[src/design/lpm_pkg.sv]
package lpm_pkg;

  // Mode select encoding
  localparam logic MODE_STANDBY = 1'b0;
  localparam logic MODE_HALT    = 1'b1;

  // Clock rate and flush interval
  localparam int CLK_HZ           = 20_000_000;
  localparam int FLUSH_CYC        = 32;
  localparam int FLUSH_CYC_HALVED = 64;

  // Interval from IDLE to external clock out low, in system cycles
  localparam int XCLK_LOW_MIN_CYC = 32;
  localparam int XCLK_LOW_MAX_CYC = 45;

  // Wake qualification field
  localparam int QUAL_W      = 6;
  localparam int QUAL_BASE   = 2;

  // Resume latencies, system cycles
  localparam int RESUME_STBY_FAST_CYC = 100;
  localparam int RESUME_SLOW_CYC      = 1125;
  localparam int RESUME_HALT_RAM_CYC  = 35;
  // Chosen resume waits, kept well inside the limits
  localparam int RESUME_FAST_WAIT     = 16;
  localparam int RESUME_SLOW_WAIT     = 1000;

  // Lock interval in oscillator cycles
  localparam int PLL_LOCK_CYC = 131072;
  // Oscillator stabilisation wait, oscillator cycles
  localparam int OSC_STABLE_CYC = 1024;

  // Counter width
  localparam int CNT_W = 18;

endpackage : lpm_pkg

[src/design/wake_qualifier.sv]
`timescale 1ns/1ps
// Synchronises the wake pin and qualifies it over (2 + count) cycles
module wake_qualifier #(
  parameter int QW = 6
) (
  // Clock and reset
  input  wire logic          clk,
  input  wire logic          reset,
  // Raw pin and settings
  input  wire logic          wake_pin_n,
  input  wire logic          qual_en,
  input  wire logic [QW-1:0] qual_count,
  // Result
  output      logic          wake_valid,
  output      logic          wake_fall
);

  logic          sync1_q;
  logic          sync2_q;
  logic          prev_q;
  logic [QW:0]   run_q;
  logic [QW:0]   need;

  // Two flops before any logic sees the pin
  always_ff @(posedge clk or posedge reset) begin
    if (reset) begin
      sync1_q <= 1'b1;
      sync2_q <= 1'b1;
      prev_q  <= 1'b1;
    end else begin
      sync1_q <= wake_pin_n;
      sync2_q <= sync1_q;
      prev_q  <= sync2_q;
    end
  end

  assign need      = (QW+1)'(lpm_pkg::QUAL_BASE) + {1'b0, qual_count};
  assign wake_fall = prev_q & ~sync2_q;

  // Count low cycles; saturate so long pulses stay valid
  always_ff @(posedge clk or posedge reset) begin
    if (reset) begin
      run_q <= '0;
    end else if (sync2_q) begin
      run_q <= '0;
    end else if (run_q != {(QW+1){1'b1}}) begin
      run_q <= run_q + (QW+1)'(1);
    end
  end

  // Without qualification any synchronised low counts
  // Compared against need minus one since the first synchronised low cycle counts as zero
  assign wake_valid = ~sync2_q & (~qual_en | (run_q >= need - (QW+1)'(1)));

endmodule : wake_qualifier

[src/design/low_power_mode_sequencer.sv]
`timescale 1ns/1ps
module low_power_mode_sequencer #(
  parameter int LOCK_CYC   = lpm_pkg::PLL_LOCK_CYC,
  parameter int OSC_WAIT   = lpm_pkg::OSC_STABLE_CYC,
  parameter int SLOW_WAIT  = lpm_pkg::RESUME_SLOW_WAIT
) (
  // Clock and reset
  input  wire logic                     clk,
  input  wire logic                     reset,
  // CPU side
  input  wire logic                     idle_exec,
  input  wire logic                     mode_halt,
  input  wire logic                     input_clock_halve,
  input  wire logic                     flash_asleep,
  input  wire logic                     wake_int_en,
  input  wire logic                     crystal_source,
  output      logic                     cpu_resume,
  output      logic                     wake_irq,
  // Configuration (low_power_cfg_reg fields)
  input  wire logic                     qual_en,
  input  wire logic [lpm_pkg::QUAL_W-1:0] standby_wake_qual_count,
  // Wake pins
  input  wire logic                     wake_n,
  input  wire logic                     wake_gpio_n,
  // Clock gates and busy flag
  output      logic                     core_clk_en,
  output      logic                     periph_clk_en,
  output      logic                     pll_en,
  output      logic                     osc_en,
  output      logic                     wdog_clk_en,
  output      logic                     external_clock_out_en,
  output      logic                     lpm_active
);

  // Sequencer states; an unused code falls back to run
  typedef enum logic [2:0] {
    ST_RUN    = 3'b000,
    ST_FLUSH  = 3'b001,
    ST_STBY   = 3'b010,
    ST_HALT   = 3'b011,
    ST_OSC    = 3'b100,
    ST_LOCK   = 3'b101,
    ST_RESUME = 3'b110
  } state_t;

  // Terminal counts, one less than the interval length
  localparam logic [lpm_pkg::CNT_W-1:0] FLUSH_N  =
    lpm_pkg::CNT_W'(lpm_pkg::FLUSH_CYC - 1);
  localparam logic [lpm_pkg::CNT_W-1:0] FLUSH_HN =
    lpm_pkg::CNT_W'(lpm_pkg::FLUSH_CYC_HALVED - 1);
  localparam logic [lpm_pkg::CNT_W-1:0] LOCK_N   = lpm_pkg::CNT_W'(LOCK_CYC - 1);
  localparam logic [lpm_pkg::CNT_W-1:0] OSC_N    = lpm_pkg::CNT_W'(OSC_WAIT - 1);
  localparam logic [lpm_pkg::CNT_W-1:0] FAST_N   =
    lpm_pkg::CNT_W'(lpm_pkg::RESUME_FAST_WAIT - 1);
  localparam logic [lpm_pkg::CNT_W-1:0] SLOW_N   = lpm_pkg::CNT_W'(SLOW_WAIT - 1);
  // Clock out drops this many cycles after idle, inside 32..45
  localparam logic [lpm_pkg::CNT_W-1:0] XCLK_N   =
    lpm_pkg::CNT_W'(lpm_pkg::XCLK_LOW_MIN_CYC + 2);

  // Sequencer state, counters, captured settings and helpers
  state_t                      state_q;
  state_t                      state_d;
  logic [lpm_pkg::CNT_W-1:0]   cnt_q;
  logic [lpm_pkg::CNT_W-1:0]   xcnt_q;
  logic                        halt_sel_q;
  logic                        halved_q;
  logic                        wake_valid;
  logic                        gpio_fall;
  logic                        cnt_done;
  logic [lpm_pkg::CNT_W-1:0]   flush_lim;
  logic [lpm_pkg::CNT_W-1:0]   resume_lim;
  logic                        run_clocks_d;
  logic                        pll_off_d;
  logic                        resume_done;

  // Standby wake pin, qualified
  wake_qualifier #(
    .QW (lpm_pkg::QUAL_W)
  ) u_stby_wake (
    .clk        (clk),
    .reset      (reset),
    .wake_pin_n (wake_n),
    .qual_en    (qual_en),
    .qual_count (standby_wake_qual_count),
    .wake_valid (wake_valid),
    .wake_fall  ()
  );

  // GPIO wake pin; only its edge matters
  wake_qualifier #(
    .QW (lpm_pkg::QUAL_W)
  ) u_gpio_wake (
    .clk        (clk),
    .reset      (reset),
    .wake_pin_n (wake_gpio_n),
    .qual_en    (1'b0),
    .qual_count ('0),
    .wake_valid (),
    .wake_fall  (gpio_fall)
  );

  // Flush length, resume wait and end of flush
  assign flush_lim  = halved_q ? FLUSH_HN : FLUSH_N;
  assign resume_lim = flash_asleep ? SLOW_N : FAST_N;
  assign cnt_done   = (cnt_q >= flush_lim);

  // Gates follow the next state, so every enable is a plain flop
  assign run_clocks_d = (state_d == ST_RUN || state_d == ST_FLUSH
                         || state_d == ST_RESUME);
  assign pll_off_d    = (state_d == ST_HALT || state_d == ST_OSC);

  // Last resume cycle, when the sequencer hands back to the CPU
  assign resume_done  = (state_q == ST_RESUME) && (state_d == ST_RUN);

  // Mode and clock halving captured at idle
  // A late change of the mode inputs cannot redirect a flush
  always_ff @(posedge clk or posedge reset) begin
    if (reset) begin
      halt_sel_q <= lpm_pkg::MODE_STANDBY;
      halved_q   <= 1'b0;
    end else if (state_q == ST_RUN && idle_exec) begin
      halt_sel_q <= mode_halt;
      halved_q   <= input_clock_halve;
    end
  end

  // Next state
  // Each sleep state listens to its own wake source only
  always_comb begin
    state_d = state_q;
    case (state_q)
      ST_RUN: begin
        if (idle_exec) begin
          state_d = ST_FLUSH;
        end
      end
      ST_FLUSH: begin
        if (cnt_done) begin
          state_d = halt_sel_q ? ST_HALT : ST_STBY;
        end
      end
      ST_STBY: begin
        if (wake_valid) begin
          state_d = ST_RESUME;
        end
      end
      ST_HALT: begin
        if (gpio_fall) begin
          state_d = ST_OSC;
        end
      end
      ST_OSC: begin
        if (cnt_q >= OSC_N) begin
          state_d = ST_LOCK;
        end
      end
      ST_LOCK: begin
        if (cnt_q >= LOCK_N) begin
          state_d = ST_RESUME;
        end
      end
      ST_RESUME: begin
        if (cnt_q >= resume_lim) begin
          state_d = ST_RUN;
        end
      end
      default: begin
        state_d = ST_RUN;
      end
    endcase
  end

  // State register
  // Block reset doubles as the reset-pin wake from halt
  always_ff @(posedge clk or posedge reset) begin
    if (reset) begin
      state_q <= ST_RUN;
    end else begin
      state_q <= state_d;
    end
  end

  // Interval counter, restarts on every state change
  // Held in the sleep states, so a long sleep cannot wrap it
  always_ff @(posedge clk or posedge reset) begin
    if (reset) begin
      cnt_q <= '0;
    end else if (state_d != state_q) begin
      cnt_q <= '0;
    end else if (state_q != ST_RUN && state_q != ST_STBY && state_q != ST_HALT) begin
      cnt_q <= cnt_q + lpm_pkg::CNT_W'(1);
    end
  end

  // Clock out counter from idle; independent of flush length
  always_ff @(posedge clk or posedge reset) begin
    if (reset) begin
      xcnt_q <= '0;
    end else if (state_q == ST_RUN) begin
      xcnt_q <= '0;
    end else if (xcnt_q != XCLK_N) begin
      xcnt_q <= xcnt_q + lpm_pkg::CNT_W'(1);
    end
  end

  // External clock out stops inside the allowed window
  // Fixed count from idle, so the flush length does not move it
  always_ff @(posedge clk or posedge reset) begin
    if (reset) begin
      external_clock_out_en <= 1'b1;
    end else if (state_q == ST_RUN || state_d == ST_RUN) begin
      external_clock_out_en <= 1'b1;
    end else if (xcnt_q == XCLK_N - lpm_pkg::CNT_W'(1)) begin
      external_clock_out_en <= 1'b0;
    end
  end

  // Core clock runs through flush and resume, off while asleep
  always_ff @(posedge clk or posedge reset) begin
    if (reset) begin
      core_clk_en <= 1'b1;
    end else begin
      core_clk_en <= run_clocks_d;
    end
  end

  // Peripheral clocks stop in both sleep modes
  always_ff @(posedge clk or posedge reset) begin
    if (reset) begin
      periph_clk_en <= 1'b1;
    end else begin
      periph_clk_en <= run_clocks_d;
    end
  end

  // PLL stays down in halt and until the oscillator has settled
  always_ff @(posedge clk or posedge reset) begin
    if (reset) begin
      pll_en <= 1'b1;
    end else begin
      pll_en <= !pll_off_d;
    end
  end

  // Oscillator stops in halt only with a crystal source
  // An external clock source keeps running and needs no restart
  always_ff @(posedge clk or posedge reset) begin
    if (reset) begin
      osc_en <= 1'b1;
    end else begin
      osc_en <= !(state_d == ST_HALT && crystal_source);
    end
  end

  // Watchdog keeps its clock in standby, loses it in halt
  always_ff @(posedge clk or posedge reset) begin
    if (reset) begin
      wdog_clk_en <= 1'b1;
    end else begin
      wdog_clk_en <= !pll_off_d;
    end
  end

  // Resume pulse, one cycle, with the clocks already back
  always_ff @(posedge clk or posedge reset) begin
    if (reset) begin
      cpu_resume <= 1'b0;
    end else begin
      cpu_resume <= resume_done;
    end
  end

  // Wake interrupt only when enabled, never without a resume
  always_ff @(posedge clk or posedge reset) begin
    if (reset) begin
      wake_irq <= 1'b0;
    end else begin
      wake_irq <= resume_done && wake_int_en;
    end
  end

  // Busy flag from the idle edge until the sequencer is back in run
  always_ff @(posedge clk or posedge reset) begin
    if (reset) begin
      lpm_active <= 1'b0;
    end else begin
      lpm_active <= (state_d != ST_RUN);
    end
  end

endmodule : low_power_mode_sequencer

[config.mk]
export PLATFORM = sky130hd
export DESIGN_NAME = low_power_mode_sequencer
export DESIGN_NICKNAME = d
export VERILOG_FILES = /design/src/design/lpm_pkg.sv /design/src/design/wake_qualifier.sv /design/src/design/low_power_mode_sequencer.sv
export SDC_FILE = /design/constraint.sdc
export NUM_CORES = 1
export LEC_CHECK = 0
export ABC_AREA = 1
export BUFFER_PORTS_ARGS = -buffer_cell sky130_fd_sc_hd__buf_2
export CAP_MARGIN = 20
export CORE_UTILIZATION = 50
export DETAILED_ROUTE_END_ITERATION = 10
export GPL_TIMING_DRIVEN = 1
export PLACE_DENSITY_LB_ADDON = 0.25
export SETUP_SLACK_MARGIN = 0.15
export SYNTH_ARGS = -nofsm -noshare
export SYNTH_HDL_FRONTEND = slang
export SYNTH_HIERARCHICAL = 1
export SYNTH_SLANG_ARGS = --single-unit
[constraint.sdc]
create_clock -name clk -period 2 [get_ports clk]
set_input_delay 0.3 -clock clk [delete_from_list [all_inputs] [get_ports clk]]
set_output_delay 0.3 -clock clk [all_outputs]
set_load 0.05 [all_outputs]
---- Word-level counts from Yosys, hierarchy flattened ----
Cells that the tools add are included.
operators by class
  equality and inequality tests ........... 16
  bitwise gates (word level) .............. 6
  $add $sub $neg .......................... 5
  muxes and demuxes ....................... 19
  reductions and logical operators ........ 20
  magnitude comparators ................... 5
operators with widths
  operator                 count
  $mux W18                 4
  $add A18 B1 Y18 const B  2
  $mux W3                  7
  $pmux W3 S7              1
  $eq A18 B6 Y1 const B    1
  $ge A18 B10 Y1           1
  $ge A18 B10 Y1 const B   1
  $ge A18 B17 Y1 const B   1
  $ge A18 B6 Y1            1
  $ne A18 B6 Y1 const B    1
  $eq A3 B3 Y1 const B     5
  $mux W7                  2
  $mux W10                 1
  $eq A3 B2 Y1 const B     3
  $reduce_bool A2 Y1       4
  $add A2 B6 Y7 const A    1
  $add A7 B1 Y7 const B    1
  $ge A7 B7 Y1             1
  $ne A7 B7 Y1 const B     1
  $sub A7 B1 Y7 const B    1
  $eq A3 B1 Y1 const B     2
  $logic_and A1 B1 Y1      6
  $logic_not A3 Y1         2
  $mux W6                  1
  9 further kinds          20
storage, ports and cells
  bits of input ports ..................... 17
  register bits ........................... 60
  logic and storage cells ................. 89
  output and inout bits ................... 9

---- Longest topological paths before layout ----
  depth after elaboration ................. 10
  depth in mapped cells ................... 18

---- Hierarchy ----
Netlist, hierarchy kept.
modules (own cells, without submodules)
  module                    area an instance (µm²)  cells each  times used
  low_power_mode_sequencer  2960.3                  367         1
  wake_qualifier            681.9                   82          2

---- Worst setup path after synthesis ----
No wires, ideal clock.
  path kind ............................... input -> register
  from .................................... input port standby_wake_qual_count[0] in the netlist's numbering
  to ...................................... register cnt_q[5] in the netlist's numbering
  cell stages on the path ................. 18
  data arrival time ....................... 2.313 ns
  setup slack ............................. -0.381 ns
  library setup time ...................... 0.068 ns
  path buffers ............................ 1
  cells stage by stage .................... ha_1 -> nand3_1 -> xor2_1 -> ha_1 -> a21oi_1 -> nor2_1 -> nor2_1 -> a21oi_1 -> nand4_1 -> o21ai_0 -> a21oi_1 -> nand2_1 -> nand2_1 -> nand2_2 -> nor2_4 -> nand2_4 -> buf_12 -> nor2_4
on the way
  word-level cells in the longest chain between the ends .. 9
RTL lines
  item                                                   RTL line                         RTL
  from (decl)                                            low_power_mode_sequencer.sv:21   input wire logic [lpm_pkg::QUAL_W-1:0] standby_wake_qual_count,
  $add A2 B6 Y7 (*)                                      wake_qualifier.sv:37             assign need = (QW+1)'(lpm_pkg::QUAL_BASE) + {1'b0, qual_count};
  $sub A7 B1 Y7 (*)                                      wake_qualifier.sv:53             assign wake_valid = ~sync2_q & (~qual_en | (run_q >= need - (QW+1)'(1)));
  $ge A7 B7 Y1 (*)                                       wake_qualifier.sv:53
  $or A1 B1 Y1 (*)                                       wake_qualifier.sv:53
  $and A1 B1 Y1 (*)                                      wake_qualifier.sv:53
  named net wake_valid                                   low_power_mode_sequencer.sv:67   logic wake_valid;
  $mux W3 (*)                                            low_power_mode_sequencer.sv:143  if (wake_valid) begin
  $pmux W3 S7 (*)                                        low_power_mode_sequencer.sv:131  case (state_q)
  named net state_d[2]                                   low_power_mode_sequencer.sv:62   state_t state_d;
  $ne A3 B3 Y1 (*)                                       low_power_mode_sequencer.sv:188  end else if (state_d != state_q) begin
  $mux W18 / $reduce_bool A2 Y1 (equally long branches)  n/a
  to (signal assigned)                                   low_power_mode_sequencer.sv:191  cnt_q <= cnt_q + lpm_pkg::CNT_W'(1);
  to (decl)                                              low_power_mode_sequencer.sv:63   logic [lpm_pkg::CNT_W-1:0] cnt_q;
The timed path passes the listed nets; every way through them passes the cells marked *.
A chain may end at the register's enable or synchronous reset.

---- Worst setup path in the final report ----
  from .................................... input port standby_wake_qual_count[2] in the netlist's numbering
  to ...................................... register cnt_q[2] in the netlist's numbering
The elaborated chain is that of the path after synthesis.

==> flow_results.org <==
** Outcome
- Result of the run :: finished, violations left
- Violations in the final reports :: negative setup slack

** Finish
- Once layout is complete, the utilization of the core stands at between 60% and 70%.
- Net count reported at finish :: between 500 and 600
- Number of antenna repair diodes :: 0
- Share of layout cells above drive strength 1 :: approximately a third
- Layout overhead on the synthesized area :: 27.3%

** Clock tree
- Clock-pin slew reported for the worst setup and hold paths after clock tree synthesis :: 70 ps
- Clock buffer count from CTS :: 9
- The H-tree generated during clock tree synthesis spans 3 levels.
- TritonCTS sink count :: 60
- TritonCTS clock tree :: done
- In this run the deepest clock path goes through 2 buffers.
- Clock latency on the worst-skew pair, taken at its later pin, is approximately 340 ps.
- The tree is rooted in a clkbuf_8.

** Floorplanning
- Chip height :: between 80 and 90 um
- In this run the horizontal extent of the chip is between 80 and 90 um.
- IO Count :: 26
- Number of core rows :: 30
- Initial standard-cell utilization of the core :: roughly 53%
- The core region is approximately 7000 sq um.
- The die covers 7740 sq um.

** Routing
- The detailed router put a total of 3620 um of wire on met1.
- After detailed routing, the number of remaining DRC violations is 0.
- Violation count after the first detailed-route iteration :: just over 200
- Using the TritonRoute via totals, the vias-per-cell ratio works out to roughly 5.2.
- After detailed routing, the total wire length is 8040 um.
- The highest layer touched by signal routing is met4.
- After detailed routing, the met3 layer carries 254 um of wire.
- Dividing the detail-routed wire length by the instance count gives approximately 13 um.
- Met2 WL :: just under 4000 um
- Summing over every cut layer, the via total after detailed routing is approximately 3,200.
- ANT nets after route :: 0
- DRT Pass-1 Iters :: 4

** Timing
- At the pin with the least slew margin, the transition time is 601 ps.
- Minimum hold slack :: a little under 50 ps
- Max Clock Skew :: 9.77 ps
- Measured against its own limit, the worst slew margin works out to about three fifths.
- The worst path uses 108% of the clock period.
- Counting I/O delays and the setup requirement, the final critical path takes about 2200 ps.
- Number of pins with negative max-slew slack in the final report :: 0
- Endpoints failing hold :: 0
- Setup repair after global routing could not meet its margin everywhere.
- Achievable Freq :: ~460 MHz
- Setup slack on the critical path of the routed design comes to -161 ps.
- Setup violations remaining at the end of the flow were counted as 21.

** Critical path
- STA classifies the critical path startpoint as an input port.
- Critical path's largest stage delay :: roughly 280 ps
- Most common cell on crit path :: nand2_2
- Critical Path RT :: between 2000 and 2500 ps
- STA classifies the critical path endpoint as a flop.
- RR Startpoint :: u_stby_wake/run_q[4]
- Cell breakdown of the critical path :: buf_2 -> nand3_2 -> nor2_1 -> xnor2_1 -> ha_1 -> nand2_4 -> nor2_2 -> o21ai_1 -> a21oi_1 -> nand4_1 -> o21ai_2 -> a21oi_2 -> nand2_2 -> nand2_2 -> nand2_2 -> nor2_4 -> buf_6 -> nand2_8 -> nor2_4
- For the worst setup path, the data arrival time is approximately 2400 ps.
- Register-to-register setup slack :: -110 ps
- On the critical path the largest part of the delay comes from simple AND/OR/NAND/NOR gates.
- Critical-path top delay cell :: ha_1
- Count of buffering cells on the critical path with inverters included :: 2
- The worst setup path is of the in -> reg kind.
- The worst register-to-register path ends at cnt_q[2].
- Measured in cells, the most critical reg-to-reg path has a length of 15.
- In this run the worst path has a maximum fanout of 7.

** Placed design
- At the end of routability-driven placement, the weighted congestion stood at 0.862.
- During placement, the flow inserted port buffers numbering 25.
- Once detailed placement completed, the half-perimeter wirelength came to 5560 um.
- At the placement stage, the worst setup path has a slack of -658 ps.

** Pwr
- Static leakage :: 0.00220 uW
- Power density of the placed cells :: between 700 and 800 nW/um^2
- VDD sags by at most around 560 uV.

** Worst hold path
- Min-Delay Startpoint :: wake_n
- Hold worst-path end :: u_stby_wake/sync1_q
- The tightest min-delay check is of the in -> reg type.
- Hold path depth :: 1

** Logic synthesis
- The synthesized netlist occupies a cell area of around 3700 sq um.
- Avg Cell Area, Syn :: between 8 and 9 sq um
- The number of nets handed over by synthesis was 488.
- Number of warnings printed during yosys synthesis :: 6
- After technology mapping, the gate count stands at 451.

** GRT
- Overall fraction of global-route tracks in use :: between 20% and 30%
- Final global-route overflow total :: 0
- First-pass GRT wire length :: between 10,000 and 15,000 um
- The number of global-route vias before repair came to 3,181.
- The number of antenna violations at the first check in global routing was 0.
- Entering global routing, the biggest net connects 49 pins.

** Flow run
- Number of max-cap violations :: 0
## what timing repair did
action / 4_1_cts / 5_1_grt
gates resized for setup: 30 / 34
pin swaps: 20 / 23
cloned: 1 / 0
hold buffers: 1 / 0
hold endpoints to repair: 7 / 0
setup buffers: 4 / 4
setup endpoints to repair: 25 / 31
## routing by layer
layer / vias up / track usage [%]
met4: 0 / 10.7
met5: - / 0
met2: 65 / 39.0
li1: 1621 / -
met3: 19 / 4.34
met1: 1531 / 29.5
## registers in the layout, indices dropped and copies added (netlist names), 3 cells and up
name	count
state_q	3
cnt_q	18
xcnt_q	18
u_stby_wake/run_q	7
## worst max-delay path by stage
| stage | start | end | slack [ps] | depth (start not counted) |
|---|---|---|---|---|
| floorplan | standby_wake_qual_count[0] | cnt_q[5] | -290 | 18 |
| global placement | standby_wake_qual_count[0] | cnt_q[1] | -560 | 18 |
| CTS | u_stby_wake/run_q[4] | cnt_q[14] | -190 | 15 |
| detailed placement | standby_wake_qual_count[0] | cnt_q[1] | -660 | 18 |
| finish | standby_wake_qual_count[2] | cnt_q[2] | -160 | 19 |
| global route | standby_wake_qual_count[2] | cnt_q[1] | -330 | 19 |
## worst reg2reg max path: stages, from the launching register on
cell and delay [ps]:
dfrtp_1 400, ha_1 320, a21oi_2 130, nor2_1 50, nor2_1 90, a21oi_1 70
nand4_1 80, o21ai_2 70, a21oi_2 150, nand2_2 90, nand2_2 70, nand2_2 60
nor2_4 140, buf_6 140, nand2_8 110, nor2_4 100
## area by class of cell
| cell class | instances | area (sq um) |
|---|---|---|
| Timing Repair Buffer | 67 | 485 |
| Fill cell | 576 | 2280 |
| Tap cell | 96 | 120 |
| Clock inverter | 5 | 75.1 |
| Inverter | 56 | 215 |
| Clock buffer | 11 | 141 |
| Multi-Input combinational cell | 328 | 2150 |
| Sequential cell | 60 | 1510 |
## through the flow
step	TNS, ps	instances	instance area [sq um]	power, uW
finish	-2690	623	4700	3440
global route	-6530	623	4700	3630
CTS	-2850	619	4540	3400
detailed placement	-13180	597	4140	2120
global placement	-10900	597	4140	2100
floorplan	-3990	451	3720	1930
## power by group
part | switching, uW | internal [uW] | total, uW
Combinational | 459 | 348 | 807
Clock | 474 | 729 | 1200
Sequential | 99.7 | 1330 | 1430
Total | 1030 | 2410 | 3440
## cells in the final DEF (no fill, tap or decap), types with 8 or more instances in the layout
master and instances:
nor3_1 10, ha_1 14, a21oi_1 17, nand2_2 15, buf_2 23, o21ai_0 11
nor2_1 54, buf_4 35, nand3_1 23, nand3_2 8, clkbuf_8 10, xor2_1 13
inv_1 48, nor2_4 15, nand2_1 68, xnor2_1 9, nand4_1 18, dfstp_2 9
dfrtp_1 51
(Power assumes the default switching activity.)
